$ cat src/core/imu_fmt_pkg.sv
// Constants and types shared by the output formatter and its accumulator
package imu_fmt_pkg;
   localparam int CLK_PERIOD_NS = 8;
   localparam int SAMPLE_RATE_SPS = 2000;
   localparam int SAMPLE_PERIOD_NS = 1000000000 / SAMPLE_RATE_SPS;
   localparam int SAMPLE_CYCLES = SAMPLE_PERIOD_NS / CLK_PERIOD_NS;
   localparam int INIT_TIME_NS = 1000;
   localparam int INIT_CYCLES =
      (INIT_TIME_NS + CLK_PERIOD_NS - 1) / CLK_PERIOD_NS;
   localparam int RATE_DIV_DEF = 4;
   localparam int INCL_W = 24;
   localparam int TEMP_W = 16;
   localparam int LAT_W = 16;
   localparam int CNT_W = 8;
   localparam int INIT_CNT_W = 16;
   // Trim in 2^-22 g to velocity per sample in 2^-25 m/s, Q16 factor
   localparam int TRIM_VEL_Q16 = 2571;
   localparam int TRIM_VEL_SHIFT = 16;
   localparam logic [INCL_W-1:0] ZERO_FIELD = 24'h000000;
   localparam logic [CNT_W-1:0] CNT_RESET = 8'h00;

   typedef enum logic [1:0] {
      UNIT_ACCEL = 2'h0,
      UNIT_INCR = 2'h1,
      UNIT_AVG = 2'h2,
      UNIT_INTEG = 2'h3
   } unit_type;

   typedef enum logic [3:0] {
      MODE_INIT = 4'h1,
      MODE_NORMAL = 4'h2,
      MODE_SERVICE = 4'h4,
      MODE_TRIM = 4'h8
   } mode_type;
endpackage : imu_fmt_pkg

$ cat src/core/imu_acc_if.sv
// Sample and window-sum signals between formatter core and accumulator
`timescale 1ns/1ns
interface imu_acc_if #(parameter int SUM_W = 26);
   logic smp;
   logic take;
   logic done;
   logic signed [23:0] acc_val;
   logic signed [23:0] vel_val;
   logic signed [23:0] vel_int;
   logic signed [SUM_W-1:0] acc_sum;
   logic signed [SUM_W-1:0] vel_sum;
   modport core (output smp, take, acc_val, vel_val,
                 input done, acc_sum, vel_sum, vel_int);
   modport accum (input smp, take, acc_val, vel_val,
                  output done, acc_sum, vel_sum, vel_int);
endinterface : imu_acc_if

$ cat src/core/imu_accum.sv
// Window sums since the last take strobe and free-running velocity integral
`timescale 1ns/1ns
module imu_accum
   import imu_fmt_pkg::*;
#(
   parameter int SUM_W = 26
) (
   // Clock and reset
   input wire logic core_clk_in,
   input wire logic reset_n_in,
   // Core side
   imu_acc_if.accum acc
);
   logic signed [SUM_W-1:0] sa_r, sa_nxt, sv_r, sv_nxt;
   logic signed [SUM_W-1:0] ha_r, ha_nxt, hv_r, hv_nxt;
   logic signed [INCL_W-1:0] int_r, int_nxt;
   logic done_r, done_nxt;

   always_comb begin
      sa_nxt = sa_r;
      sv_nxt = sv_r;
      ha_nxt = ha_r;
      hv_nxt = hv_r;
      int_nxt = int_r;
      done_nxt = 1'b0;
      if (acc.smp) begin
         // 24-bit integral wraps on its own, no flag raised
         int_nxt = int_r + acc.vel_val;
         if (acc.take) begin
            // The current sample closes the window; next one opens it
            ha_nxt = sa_r + SUM_W'(acc.acc_val);
            hv_nxt = sv_r + SUM_W'(acc.vel_val);
            sa_nxt = '0;
            sv_nxt = '0;
            done_nxt = 1'b1;
         end else begin
            sa_nxt = sa_r + SUM_W'(acc.acc_val);
            sv_nxt = sv_r + SUM_W'(acc.vel_val);
         end
      end
   end

   always_ff @(posedge core_clk_in or negedge reset_n_in) begin
      if (!reset_n_in) begin
         sa_r <= '0;
         sv_r <= '0;
         ha_r <= '0;
         hv_r <= '0;
         int_r <= '0;
         done_r <= 1'b0;
      end else begin
         sa_r <= sa_nxt;
         sv_r <= sv_nxt;
         ha_r <= ha_nxt;
         hv_r <= hv_nxt;
         int_r <= int_nxt;
         done_r <= done_nxt;
      end
   end

   assign acc.done = done_r;
   assign acc.acc_sum = ha_r;
   assign acc.vel_sum = hv_r;
   assign acc.vel_int = int_r;
endmodule : imu_accum

$ cat src/core/imu_format_core.sv
// Inclinometer field formatting, trim offset and operating mode control
`timescale 1ns/1ns
// Contract
// - Incremental velocity: 24-bit two's complement, bit 0 is 2^-25 m/s.
// - Average mode sends the mean of all samples since last transmission; code sends the mean of the last RATE_DIV samples only.
// - Integrated velocity sums from reset, wraps silently at 0.25 m/s.
// - Temperature is 16-bit signed, LSB 2^-8 degC, high byte first.
// - Unsigned 8-bit counter counts every internal sample, wraps silently.
// - Latency is unsigned 16-bit microseconds, high byte first.
// - Current trim offset is added to each compensated value sent.
// - Trim offset is held in g even in incremental or integrated units.
// - Entering service mode triggers the configuration information reply.
// - Service mode keeps measuring but sends no datagrams.
// - Service mode offers a single-shot measurement on request.
// - External reset during service mode goes to init, reloading config.
// - Service exit picks init or normal; normal keeps unsaved settings.
// - Trim entry command stops datagrams and sends an acknowledge.
// - Trim mode keeps sampling and accepts per-axis adjust or reset.
// - Acceleration and average are 24-bit, raw over 2^22 gives g.
// - Leaving trim mode returns to normal and resumes datagrams.
module imu_format_core
   import imu_fmt_pkg::*;
#(
   parameter int SAMPLE_DIV = SAMPLE_CYCLES,
   parameter int RATE_DIV = RATE_DIV_DEF,
   parameter int INIT_CNT = INIT_CYCLES
) (
   // Clock and reset
   input wire logic core_clk_in,
   input wire logic reset_n_in,
   // Compensated measurement inputs
   input wire logic signed [INCL_W-1:0] accel_in,
   input wire logic signed [INCL_W-1:0] incr_vel_in,
   input wire logic signed [TEMP_W-1:0] temp_in,
   input wire logic [LAT_W-1:0] latency_in,
   input wire logic [1:0] unit_sel_in,
   // Decoded commands, one-cycle pulses
   input wire logic trim_mode_entry_command_in,
   input wire logic trim_mode_exit_in,
   input wire logic maintenance_entry_command_in,
   input wire logic service_exit_in,
   input wire logic service_exit_normal_in,
   input wire logic single_shot_in,
   input wire logic trim_write_in,
   input wire logic trim_clear_in,
   input wire logic signed [INCL_W-1:0] trim_value_in,
   // Formatted fields, high byte first is bits [23:16] / [15:8]
   output logic [INCL_W-1:0] incl_field_out,
   output logic [TEMP_W-1:0] temp_field_out,
   output logic [LAT_W-1:0] latency_field_out,
   output logic [CNT_W-1:0] counter_out,
   output logic datagram_valid_out,
   output logic shot_valid_out,
   // Mode and mode events
   output logic [3:0] mode_out,
   output logic info_reply_out,
   output logic trim_ack_out,
   output logic cfg_reload_out
);
   localparam int LOG2_RATE = $clog2(RATE_DIV);
   localparam int SUM_W = INCL_W + LOG2_RATE + 1;
   localparam int SDIV_W = $clog2(SAMPLE_DIV);
   localparam int RCNT_W = LOG2_RATE + 1;

   // Refuse settings the counters and the shift-based mean cannot serve
   if (RATE_DIV < 1 || RATE_DIV > 256 ||
      (1 << LOG2_RATE) != RATE_DIV) begin : g_bad_rate
      $error("RATE_DIV must be a power of two from 1 to 256");
   end
   if (SAMPLE_DIV < 2) begin : g_bad_sdiv
      $error("SAMPLE_DIV must be at least 2");
   end
   if (INIT_CNT < 1 || INIT_CNT >= (1 << INIT_CNT_W)) begin : g_bad_init
      $error("INIT_CNT out of range");
   end

   // Trim in g converted to velocity per sample in 2^-25 m/s
   function automatic logic signed [INCL_W-1:0] trim_to_vel(
      input logic signed [INCL_W-1:0] trim);
      logic signed [INCL_W+17:0] prod;
      prod = (INCL_W + 18)'(trim) * (INCL_W + 18)'(TRIM_VEL_Q16);
      return prod[TRIM_VEL_SHIFT +: INCL_W];
   endfunction : trim_to_vel

   imu_acc_if #(.SUM_W(SUM_W)) acc ();

   imu_accum #(.SUM_W(SUM_W)) u_accum (
      .core_clk_in(core_clk_in),
      .reset_n_in(reset_n_in),
      .acc(acc.accum)
   );

   mode_type mode_r, mode_nxt;
   logic [INIT_CNT_W-1:0] init_r, init_nxt;
   logic info_r, info_nxt, ack_r, ack_nxt, reload_r, reload_nxt;

   logic [SDIV_W-1:0] sdiv_r, sdiv_nxt;
   logic [RCNT_W-1:0] rcnt_r, rcnt_nxt;
   logic smp_r, smp_nxt, take_r, take_nxt;
   logic signed [INCL_W-1:0] trim_r, trim_nxt;
   logic signed [INCL_W-1:0] acc_r, acc_nxt, vel_r, vel_nxt;
   logic [CNT_W-1:0] cnt_r, cnt_nxt;

   logic [INCL_W-1:0] incl_r, incl_nxt;
   logic [TEMP_W-1:0] temp_r, temp_nxt;
   logic [LAT_W-1:0] lat_r, lat_nxt;
   logic dg_r, dg_nxt, shot_r, shot_nxt;
   logic signed [SUM_W-1:0] avg;

   // Mode machine
   always_comb begin
      mode_nxt = mode_r;
      init_nxt = init_r;
      info_nxt = 1'b0;
      ack_nxt = 1'b0;
      reload_nxt = 1'b0;
      case (mode_r)
         MODE_INIT: begin
            // Flash reload requested once per init entry, also by reset
            reload_nxt = (init_r == '0);
            init_nxt = init_r + 1'b1;
            if (init_r == INIT_CNT_W'(INIT_CNT - 1)) begin
               mode_nxt = MODE_NORMAL;
            end
         end
         MODE_NORMAL: begin
            if (maintenance_entry_command_in) begin
               mode_nxt = MODE_SERVICE;
               info_nxt = 1'b1;
            end else if (trim_mode_entry_command_in) begin
               mode_nxt = MODE_TRIM;
               ack_nxt = 1'b1;
            end
         end
         MODE_SERVICE: begin
            if (service_exit_in) begin
               // Exit to normal keeps live settings, no reload
               if (service_exit_normal_in) begin
                  mode_nxt = MODE_NORMAL;
               end else begin
                  mode_nxt = MODE_INIT;
                  init_nxt = '0;
               end
            end
         end
         MODE_TRIM: begin
            if (trim_mode_exit_in) begin
               mode_nxt = MODE_NORMAL;
            end
         end
         default: begin
            mode_nxt = MODE_INIT;
            init_nxt = '0;
         end
      endcase
   end

   always_ff @(posedge core_clk_in or negedge reset_n_in) begin
      if (!reset_n_in) begin
         mode_r <= MODE_INIT;
         init_r <= '0;
         info_r <= 1'b0;
         ack_r <= 1'b0;
         reload_r <= 1'b0;
      end else begin
         mode_r <= mode_nxt;
         init_r <= init_nxt;
         info_r <= info_nxt;
         ack_r <= ack_nxt;
         reload_r <= reload_nxt;
      end
   end

   // Sampling, trim addition and window control run in every mode; trim writes only in trim or service mode
   always_comb begin
      sdiv_nxt = sdiv_r + 1'b1;
      smp_nxt = 1'b0;
      take_nxt = 1'b0;
      rcnt_nxt = rcnt_r;
      cnt_nxt = cnt_r;
      acc_nxt = acc_r;
      vel_nxt = vel_r;
      trim_nxt = trim_r;
      if (sdiv_r == SDIV_W'(SAMPLE_DIV - 1)) begin
         sdiv_nxt = '0;
         smp_nxt = 1'b1;
         cnt_nxt = cnt_r + 1'b1;
         // Trim added after compensation, velocity via g conversion
         acc_nxt = accel_in + trim_r;
         vel_nxt = incr_vel_in + trim_to_vel(trim_r);
         take_nxt = (rcnt_r == RCNT_W'(RATE_DIV - 1));
         rcnt_nxt = take_nxt ? '0 : rcnt_r + 1'b1;
      end
      if (mode_r == MODE_TRIM || mode_r == MODE_SERVICE) begin
         if (trim_clear_in) begin
            trim_nxt = '0;
         end else if (trim_write_in) begin
            trim_nxt = trim_value_in;
         end
      end
   end

   always_ff @(posedge core_clk_in or negedge reset_n_in) begin
      if (!reset_n_in) begin
         sdiv_r <= '0;
         rcnt_r <= '0;
         smp_r <= 1'b0;
         take_r <= 1'b0;
         cnt_r <= CNT_RESET;
         acc_r <= '0;
         vel_r <= '0;
         trim_r <= '0;
      end else begin
         sdiv_r <= sdiv_nxt;
         rcnt_r <= rcnt_nxt;
         smp_r <= smp_nxt;
         take_r <= take_nxt;
         cnt_r <= cnt_nxt;
         acc_r <= acc_nxt;
         vel_r <= vel_nxt;
         trim_r <= trim_nxt;
      end
   end

   assign acc.smp = smp_r;
   assign acc.take = take_r;
   assign acc.acc_val = acc_r;
   assign acc.vel_val = vel_r;
   // Power-of-two window makes the mean a plain arithmetic shift
   assign avg = acc.acc_sum >>> LOG2_RATE;

   // Field formatting; fields refresh in the background in every mode
   always_comb begin
      incl_nxt = incl_r;
      temp_nxt = temp_r;
      lat_nxt = lat_r;
      dg_nxt = 1'b0;
      shot_nxt = 1'b0;
      if (acc.done) begin
         case (unit_sel_in)
            UNIT_ACCEL: incl_nxt = acc_r;
            UNIT_INCR: incl_nxt = acc.vel_sum[INCL_W-1:0];
            UNIT_AVG: incl_nxt = avg[INCL_W-1:0];
            UNIT_INTEG: incl_nxt = acc.vel_int;
            default: incl_nxt = ZERO_FIELD;
         endcase
         temp_nxt = temp_in;
         lat_nxt = latency_in;
         // Service and trim modes drop results instead of sending
         dg_nxt = (mode_r == MODE_NORMAL);
      end
      if (mode_r == MODE_SERVICE && single_shot_in) begin
         shot_nxt = 1'b1;
      end
   end

   always_ff @(posedge core_clk_in or negedge reset_n_in) begin
      if (!reset_n_in) begin
         incl_r <= ZERO_FIELD;
         temp_r <= '0;
         lat_r <= '0;
         dg_r <= 1'b0;
         shot_r <= 1'b0;
      end else begin
         incl_r <= incl_nxt;
         temp_r <= temp_nxt;
         lat_r <= lat_nxt;
         dg_r <= dg_nxt;
         shot_r <= shot_nxt;
      end
   end

   assign incl_field_out = incl_r;
   assign temp_field_out = temp_r;
   assign latency_field_out = lat_r;
   assign counter_out = cnt_r;
   assign datagram_valid_out = dg_r;
   assign shot_valid_out = shot_r;
   assign mode_out = mode_r;
   assign info_reply_out = info_r;
   assign trim_ack_out = ack_r;
   assign cfg_reload_out = reload_r;
endmodule : imu_format_core

$ cat config.mk
export PLATFORM = sky130hd
export DESIGN_NAME = imu_format_core
export DESIGN_NICKNAME = d
export VERILOG_FILES = /design/src/core/imu_fmt_pkg.sv /design/src/core/imu_acc_if.sv /design/src/core/imu_accum.sv /design/src/core/imu_format_core.sv
export SDC_FILE = /design/constraint.sdc
export NUM_CORES = 1
export LEC_CHECK = 0
export BUFFER_PORTS_ARGS = -buffer_cell sky130_fd_sc_hd__buf_2
export CAP_MARGIN = 40
export CELL_PAD_IN_SITES_DETAIL_PLACEMENT = 2
export CELL_PAD_IN_SITES_GLOBAL_PLACEMENT = 2
export CORE_UTILIZATION = 31
export CTS_CLUSTER_DIAMETER = 60
export DETAILED_ROUTE_END_ITERATION = 16
export PLACE_DENSITY = 0.71
export SLEW_MARGIN = 20
export SYNTH_ARGS = -nofsm -noshare
export SYNTH_HDL_FRONTEND = slang
export SYNTH_SLANG_ARGS = --single-unit
$ cat constraint.sdc
create_clock -name core_clk_in -period 12.9 [get_ports core_clk_in]
set_input_delay 1.29 -clock core_clk_in [delete_from_list [all_inputs] [get_ports core_clk_in]]
set_output_delay 1.29 -clock core_clk_in [all_outputs]
set_load 0.02 [all_outputs]
Word level (Yosys, flattened, before mapping):

Index checks and enable logic that the tools add are counted.

* register bits: 311
* bits of input ports: 116
* word-level logic and storage cells: 89

* add/sub/neg operators: 9
* $mul: 1
* equality and inequality tests: 15
* mux-type cells: 29
* bitwise logic cells: 1
* reductions and logical operators: 10

Operators by type and width (count)
* $pmux 24 s4: 1
* $add 27x24->27: 2
* $mux 27: 2
* $add 24x24->24: 2
* $mux 16: 3
* $mux 24: 2
* $pmux 16 s3: 1
* $mul 24x13->37 const B: 1
* $add 16x1->16 const B: 2
* $add 24x21->24: 1
* $mux 4: 5
* $eq 16x16->1 const B: 1
* $eq 16x7->1 const B: 1
* $logic_not 16->1: 1
* $pmux 4 s4: 1
* $mux 1: 12
* $add 8x1->8 const B: 1
* $ne 2x2->1 const B: 4
* $eq 2x2->1 const B: 2
* $eq 4x1->1 const B: 1
* $eq 4x2->1 const B: 1
* $eq 4x3->1 const B: 1
* $eq 4x4->1 const B: 1
* $reduce_and 2->1: 2
* other kinds (14): 14

Logic depth before layout (Yosys ltp):

Gate-level depths: netlist of the first run.

* depth in word-level cells: 4
* depth in mapped cells: 29

Cells and area by module:

From an unflattened synthesis of the first run, not the netlist that was laid out.

* cells, all modules: 2200
* area, all modules: 22248.8 µm²

By module, submodules not included
* imu_format_core: instances 1, cells each 1330, area an instance 13800.7 µm²
* imu_accum: instances 1, cells each 870, area an instance 8448.1 µm²

Worst setup path before layout of the first run:

Ideal clock, no wire load.

* kind: reg2reg
* start point: register trim_r[12]
* end point: register vel_r[23] (netlist: acc.vel_val[23])
* library setup time: 0.130 ns
* arrival time: 6.385 ns
* slack: 6.385 ns
* stages on the path, launching flop included: 29
* path buffers: 0
* period minus slack after synthesis: 6.515 ns
* cells stage by stage: dfrtp_1 ha_1 fa_1 ha_1 inv_1 fa_1 fa_1 inv_1 ha_1 a2111o_1 nor3_1 a21oi_1 a41oi_2 a211o_2 o21ai_1 o21ai_0 a21oi_1 xor2_1 ha_1 a2111o_1 a21oi_1 nor3b_2 a2111o_1 a31oi_1 o31ai_2 nand2b_1 a31oi_1 xnor2_1 o21ai_1

* cells in the longest elaborated chain, start to end: 2

Ends and longest elaborated chain
* from (decl): line imu_format_core.sv:100 `logic signed [INCL_W-1:0] trim_r, trim_nxt;`
* from (signal assigned): line imu_format_core.sv:221 `trim_r <= trim_nxt;`
* $mul 24x13->37: line imu_format_core.sv:81 `prod = (INCL_W + 18)'(trim) * (INCL_W + 18)'(TRIM_VEL_Q16);`
* $add 24x21->24: line imu_format_core.sv:190 `vel_nxt = incr_vel_in + trim_to_vel(trim_r);`
* to (signal assigned): line imu_format_core.sv:220 `vel_r <= vel_nxt;`
* to (decl): line imu_format_core.sv:101 `logic signed [INCL_W-1:0] acc_r, acc_nxt, vel_r, vel_nxt;`

No other way between the ends.
A chain may end at the register's enable or synchronous reset.

Final worst setup path of the first run:

* start point: register trim_r[11]
* end point: register vel_r[23] (netlist: acc.vel_val[23])

The elaborated chain is that of the path after synthesis.

==> summary.md, run 1 <==
| Metric | Value |
|---|---|
| Most frequent CP cell | `ha_1` |
| Port Buffers | `188` |
| RSZ-0062 raised after global routing | `false` |
| DPL Wire Length | `54700 um` |
| Initial DRC Count | `797` |
| Gr usage total | `20.0%` |
| Synth Area in XOR/XNOR | `6.36%` |
| DRC viols | `0` |
| Core ar. | `68500 um^2` |
| Capture point of the critical path | `acc.vel_val[23]` |
| Insertion delay of the later-clocked pin in the worst-skew pair | `0.59 ns` |
| # rows | `96` |
| Share of layout cells above drive strength 1 | `17.1%` |
| Largest family of logic cells by synthesized area | `adder cells` |
| Hold Path Cell Cnt | `1` |
| Largest net degree at the start of global routing | `149` |
| Worst slew margin | `40.6%` |
| Yosys warns | `0` |
| Status | `finished clean` |
| Fin. Hold Viols | `0` |
| # hold bufs at CTS | `0` |
| Syn Area/Cell | `10.1 um^2` |
| Total CTS buffers | `43` |
| First-pass GRT wire length | `110000 um` |
| Crit Path Max Fanout | `6` |
| Reg-to-reg endpoint | `acc.vel_val[23]` |
| Hold Path Class | `flip-flop to flip-flop` |
| Worst R2R Start | `trim_r[11]` |
| Antenna-violating nets left | `0` |
| P&R area growth vs syn | `15.8%` |
| Post-synthesis sequential area ratio | `35.6%` |
| Most frequent cells in the layout | `dfrtp_1 (303), ha_1 (245), nand2_1 (236), buf_2 (187), inv_1 (141)` |
| CP max stage delay | `0.56 ns` |
| Max Fclk | `0.135 GHz` |
| Worst Setup SP | `trim_r[11]` |
| Remaining Overflow, GRT | `0` |
| Number of H-tree levels | `2` |
| Starting density of the core | `31.3%` |
| EDFF count, synth | `0` |
| Sink Count | `305` |
| Syn Std Cell Area | `21400 um^2` |
| Maxcap violations | `0` |
| Slew Viols, Final | `0` |
| Critical path class | `flip-flop to flip-flop` |
| Dominant synthesized flop cell | `dfrtp_1` |
| Avg Vias per Cell | `5.23` |
| CTS tree | `built` |
| Critical path capture point type | `flip-flop` |
| Die width | `265 um` |
| Syn nets | `2555` |
| Postcts setup bufs | `0` |
| Commonest non-fill, non-tap cell in the layout | `dfrtp_1` |
| Synth cell types | `77` |
| Final Wtd Congestion | `0.875` |
| Critical Path RT | `13.37 ns` |
| Synth Area in Compound Gates | `15.0%` |
| # setup viols final | `0` |
| Critical Path AT | `7.89 ns` |
| Syn Inst Count | `2128` |
| TritonRoute pass-1 iters | `4` |
| FF-to-FF setup slack | `5.47 ns` |
| I/O pin count | `189` |
| Simple-gate area share of the yosys netlist | `12.5%` |
| FFs w/ async S/R, synth | `100%` |
| Startpoint types | `flip-flop` |
| Max clock buf depth | `3` |
| Final wirelength | `69300 um` |
| Synthesis-stage register bit count | `305` |
| Nets | `2737` |
| Slowest cell on the critical path | `fa_1` |
| Period Utilization, post-route | `57.6%` |
| Root Buffer | `clkbuf_16` |
| Post-cts resize count | `0` |
| Via count | `16900` |
| Vias in the first global route | `18900` |
| Tightest Pin Transition | `0.891 ns` |
| Die Span Y | `265 um` |
| Area of the die | `70200 um^2` |
| Fin crit period | `7.43 ns` |
| Post-Route Setup TNS | `0 ns` |
| Clk pin slew, worst setup/hold paths | `0.06 ns` |
| Mux cell area share after synthesis | `6.40%` |
| Initial antenna violation count | `2` |
| Worst Skew | `0.0168 ns` |
| Synth Area in Adders | `20.5%` |
| WL per Instance | `21.5 um` |
| Worst-case reg-to-reg path depth | `28` |
| Worst hold slack | `0.479 ns` |
[through the flow]
step                cell area [um^2]  instances  util, %  setup WS [ns]
finish                         24800       3226     36.2           5.47
global route                   24800       3226     36.2           4.93
CTS                            24800       3223     36.2           5.41
detailed placement             23400       3145     34.2           5.44
global placement               23300       3143     34.1           5.79
floorplan                      21400       2128        -           6.39
[flip-flops by register name, summed over array words and instances, names as in the netlist, 3 cells and up]
signal and flops:
u_accum.sa_r 26, acc.acc_val 24, acc.vel_val 24, incl_field_out 24
trim_r 24, u_accum.acc.acc_sum 24, u_accum.acc.vel_int 24, u_accum.acc.vel_sum 24
u_accum.sv_r 24, init_r 16, latency_field_out 16, sdiv_r 16
temp_field_out 16, counter_out 8, mode_out 4, rcnt_r 3
[metal layers]
| metal | track usage [%] | vias to the layer above | wire length (um) |
|---|---|---|---|
| li1 | - | 7912 | - |
| met1 | 27.0 | 8683 | 32400 |
| met2 | 33.8 | 203 | 33700 |
| met3 | 1.99 | 87 | 1680 |
| met4 | 5.58 | 0 | 1600 |
| met5 | 0 | - | 0 |
[Yosys cell counts, drive strengths merged (4+ instances only)]
master / n / area [um^2]
a2111o: 4 / 45.0
a211o: 6 / 53.8
a211oi: 20 / 165
a21boi: 4 / 30.0
a21o: 51 / 383
a21oi: 102 / 522
a31o: 8 / 70.1
a31oi: 13 / 87.6
and2: 7 / 43.8
and3: 11 / 68.8
buf: 8 / 32.5
clkbuf: 56 / 210
dfrtp: 304 / 7610
fa: 66 / 1320
ha: 245 / 3070
inv: 143 / 537
mux2: 72 / 811
mux4: 24 / 541
nand2: 238 / 893
nand2b: 24 / 150
nand3: 49 / 245
nand3b: 28 / 210
nand4: 12 / 75.1
nand4b: 6 / 52.6
nor2: 95 / 357
nor2b: 19 / 119
nor3: 31 / 155
nor3b: 10 / 80.1
nor4: 7 / 43.8
o2111ai: 4 / 35.0
o211ai: 13 / 97.6
o21a: 20 / 151
o21ai: 157 / 793
o21bai: 15 / 113
o2bb2ai: 38 / 333
o311ai: 4 / 35.0
o31ai: 14 / 110
o41ai: 4 / 50.1
or2: 4 / 25.0
or3: 8 / 50.1
or4: 4 / 30.0
xnor2: 82 / 718
xor2: 71 / 622
[worst max-delay path: cells and delay by family (launching register included)]
kind                     cells  cell delay [ns]
AO/OA/AOI/OAI               14             3.06
adder cells (fa/ha/maj)      7             2.87
AND/OR/NAND/NOR              3             0.51
flip-flops                   1             0.45
XOR/XNOR                     2             0.31
buffers and inverters        2             0.12
[cells by family (layout without fill, tap and decap cells)]
logic type / count (synthesis) / after routing
xor gates and xnor gates: 154 / 154
and+or+nand+nor: 561 / 561
other: 0 / 1
buffers and inverters: 207 / 422
adders and majority gates: 311 / 311
muxes: 98 / 98
DFF: 305 / 305
AOI/OAI and AO/OA: 492 / 492
[worst min-delay path by stage]
stage,endpoint,startpoint
after floorplan,u_accum.acc.vel_int[23],u_accum.acc.vel_int[23]
after global placement,counter_out[7],counter_out[7]
after detailed placement,u_accum.acc.vel_sum[20],u_accum.acc.vel_sum[20]
after CTS,u_accum.acc.vel_int[23],u_accum.acc.vel_int[23]
after global routing,counter_out[7],counter_out[7]
final,counter_out[7],counter_out[7]
[layout make-up]
type | instances | area [um^2]
multi-input cells | 1616 | 13000
fillers | 7432 | 43600
clock inverters | 19 | 218
well taps | 882 | 1100
inverters | 143 | 537
diodes | 1 | 2.50
repair buffers | 201 | 1120
clock buffers | 59 | 1170
flip-flops and latches | 305 | 7630
Power of run 1 is not shown: default switching activity piles up to over one toggle a cycle in this logic, so the estimate is an artifact.
==> run 2: changes to the inputs <==
Clock period 12.9 ns to 7.5 ns, I/O delays scaled along.
==> summary.md, run 2 (synthesis results as in run 1) <==
| Metric | Value |
|---|---|
| Critical path capture point type | `flip-flop` |
| Die width | `265 um (unchanged)` |
| Gr usage total | `19.9% (-0.063 points)` |
| Fin. Hold Viols | `0 (unchanged)` |
| Most frequent cells in the layout | `dfrtp_1 (303), ha_1 (245), nand2_1 (236), buf_2 (187), inv_1 (141)` |
| CP top delay family | `adder cells` |
| Final Wtd Congestion | `0.883 (+0.85%)` |
| Insertion delay of the later-clocked pin in the worst-skew pair | `0.58 ns (about the same)` |
| P&R area growth vs syn | `16.4%` |
| GRT busiest layer | `met2` |
| Root Buffer | `clkbuf_16` |
| Critical path class | `flip-flop to flip-flop` |
| Initial DRC Count | `695 (-13%)` |
| Worst hold slack | `0.259 ns (-0.220 ns)` |
| Critical Path RT | `7.94 ns (-5.43 ns)` |
| Post-Route Setup TNS | `0 ns (unchanged)` |
| I/O pin count | `189 (unchanged)` |
| Worst Skew | `0.0238 ns (+0.00701 ns)` |
| First-pass GRT wire length | `110000 um (+0.26%)` |
| Period Utilization, post-route | `93.8% (+36 points)` |
| Slew Viols, Final | `0 (unchanged)` |
| Share of layout cells above drive strength 1 | `17.7% (+0.58 points)` |
| Antenna-violating nets left | `0 (unchanged)` |
| Maxcap violations | `0 (unchanged)` |
| Starting density of the core | `31.3% (unchanged)` |
| # rows | `96 (unchanged)` |
| Commonest non-fill, non-tap cell in the layout | `dfrtp_1` |
| Avg Vias per Cell | `5.23 (about the same)` |
| Met3 Usage GRT | `2.03% (+0.037 points)` |
| Critical Path AT | `7.48 ns (-0.41 ns)` |
| Fin crit period | `7.03 ns (-0.391 ns)` |
| Clk pin slew, worst setup/hold paths | `0.06 ns (about the same)` |
| Max reg flops | `26 (unchanged)` |
| CTS tree | `built` |
| Met1 Resource Use GR | `26.9% (-0.17 points)` |
| Number of H-tree levels | `2 (unchanged)` |
| Sink Count | `305 (unchanged)` |
| Status | `finished clean` |
| DPL Wire Length | `55200 um (+0.97%)` |
| Placed cells | `3146 (+0.032%)` |
| Area of the die | `70200 um^2 (unchanged)` |
| Core ar. | `68500 um^2 (unchanged)` |
| Antenna cells | `0 (-1)` |
| Crit Path Max Fanout | `6 (unchanged)` |
| Post-route insts no fill | `3227 (+0.031%)` |
| Vias in the first global route | `18800 (-0.80%)` |
| Reg with most FFs | `u_accum.sa_r` |
| Largest net degree at the start of global routing | `141 (-5.4%)` |
| RSZ-0062 raised after global routing | `false` |
| Startpoint types | `flip-flop` |
| Final wirelength | `69500 um (+0.30%)` |
| Total CTS buffers | `43 (unchanged)` |
| Slowest cell on the critical path | `fa_1` |
| WL per Instance | `21.5 um (+0.26%)` |
| Remaining Overflow, GRT | `0 (unchanged)` |
| Initial antenna violation count | `1 (-1)` |
| Port Buffers | `188 (unchanged)` |
| CP max stage delay | `0.55 ns (about the same)` |
| TritonRoute pass-1 iters | `5 (+1)` |
| # setup viols final | `0 (unchanged)` |
| Tightest Pin Transition | `0.985 ns (+0.0940 ns)` |
| Via count | `16900 (-0.0059%)` |
| Hold Path Class | `input pin to async pin` |
| Nets | `2738 (+0.037%)` |
| FF-to-FF setup slack | `0.47 ns (-5.01 ns)` |
| DRC viols | `0 (unchanged)` |
| Max Fclk | `0.142 GHz (+5.6%)` |
| Crit path buf inv count | `2 (unchanged)` |
| # fillers | `7404 (-0.38%)` |
| Met2 usage in global routing | `34.2% (+0.41 points)` |
| Max clock buf depth | `3 (unchanged)` |
| Die Span Y | `265 um (unchanged)` |
| Worst slew margin | `34.4% (-6.3 points)` |
| Most frequent CP cell | `ha_1` |
==> run 2: cell types whose count changed in the layout (fill, tap and decap cells not counted), sizes merged <==
cell,change
clkinvlp,+2
clkinv,+3
clkbuf,-6
diode,-1
buf,+1
bufinv,+2
==> run 2: through the flow <==
stage	setup slack [ns]	area, um^2	utilization [%]
detailed placement	0.112	23400	34.2
finish	0.466	25000	36.4
floorplan	0.985	21400	-
global placement	0.422	23300	34.1
global route	0.0458	25000	36.4
CTS	0.100	24900	36.4
==> run 2: layout make-up <==
class | instances | area [um^2] | area share (%)
Clock inverter | 26 | 340 | 1.36
Sequential cell | 305 | 7630 | 30.6
Tap cell | 882 | 1100 | 4.42
Timing Repair Buffer | 202 | 1100 | 4.41
Multi-Input combinational cell | 1616 | 13100 | 52.3
Inverter | 143 | 537 | 2.15
Clock buffer | 53 | 1180 | 4.74
==> run 2: worst paths after layout <==
check / from / endpoint / cells past startpoint
setup / recovery: trim_r[12] / acc.vel_val[21] / 28
hold / removal: reset_n_in / u_accum.acc.acc_sum[25] / 1
setup reg to reg: trim_r[12] / acc.vel_val[21] / 28
hold reg to reg: u_accum.acc.vel_sum[21] / u_accum.acc.vel_sum[21] / 2
max in group asynchronous: reset_n_in / u_accum.sv_r[9] / 2
min in group core_clk_in: trim_mode_entry_command_in / mode_out[1] / 2
==> run 2: metal layers <==
layer	part of all wire, %	routed length (um)	vias to the layer above
met5	0	0	-
met4	1.9	1340	0
met3	2.5	1720	77
met2	49	34200	178
met1	46	32200	8717
li1	-	-	7912
==> run 2: what timing repair did <==
| item | in CTS | in global routing |
|---|---|---|
| gates resized for setup | 0 | 4 |
| buffers inserted | 0 | 2 |
| setup endpoints to repair | 0 | 3 |
| hold buffers | 0 | 0 |
Power of run 2 is left out for the same reason.
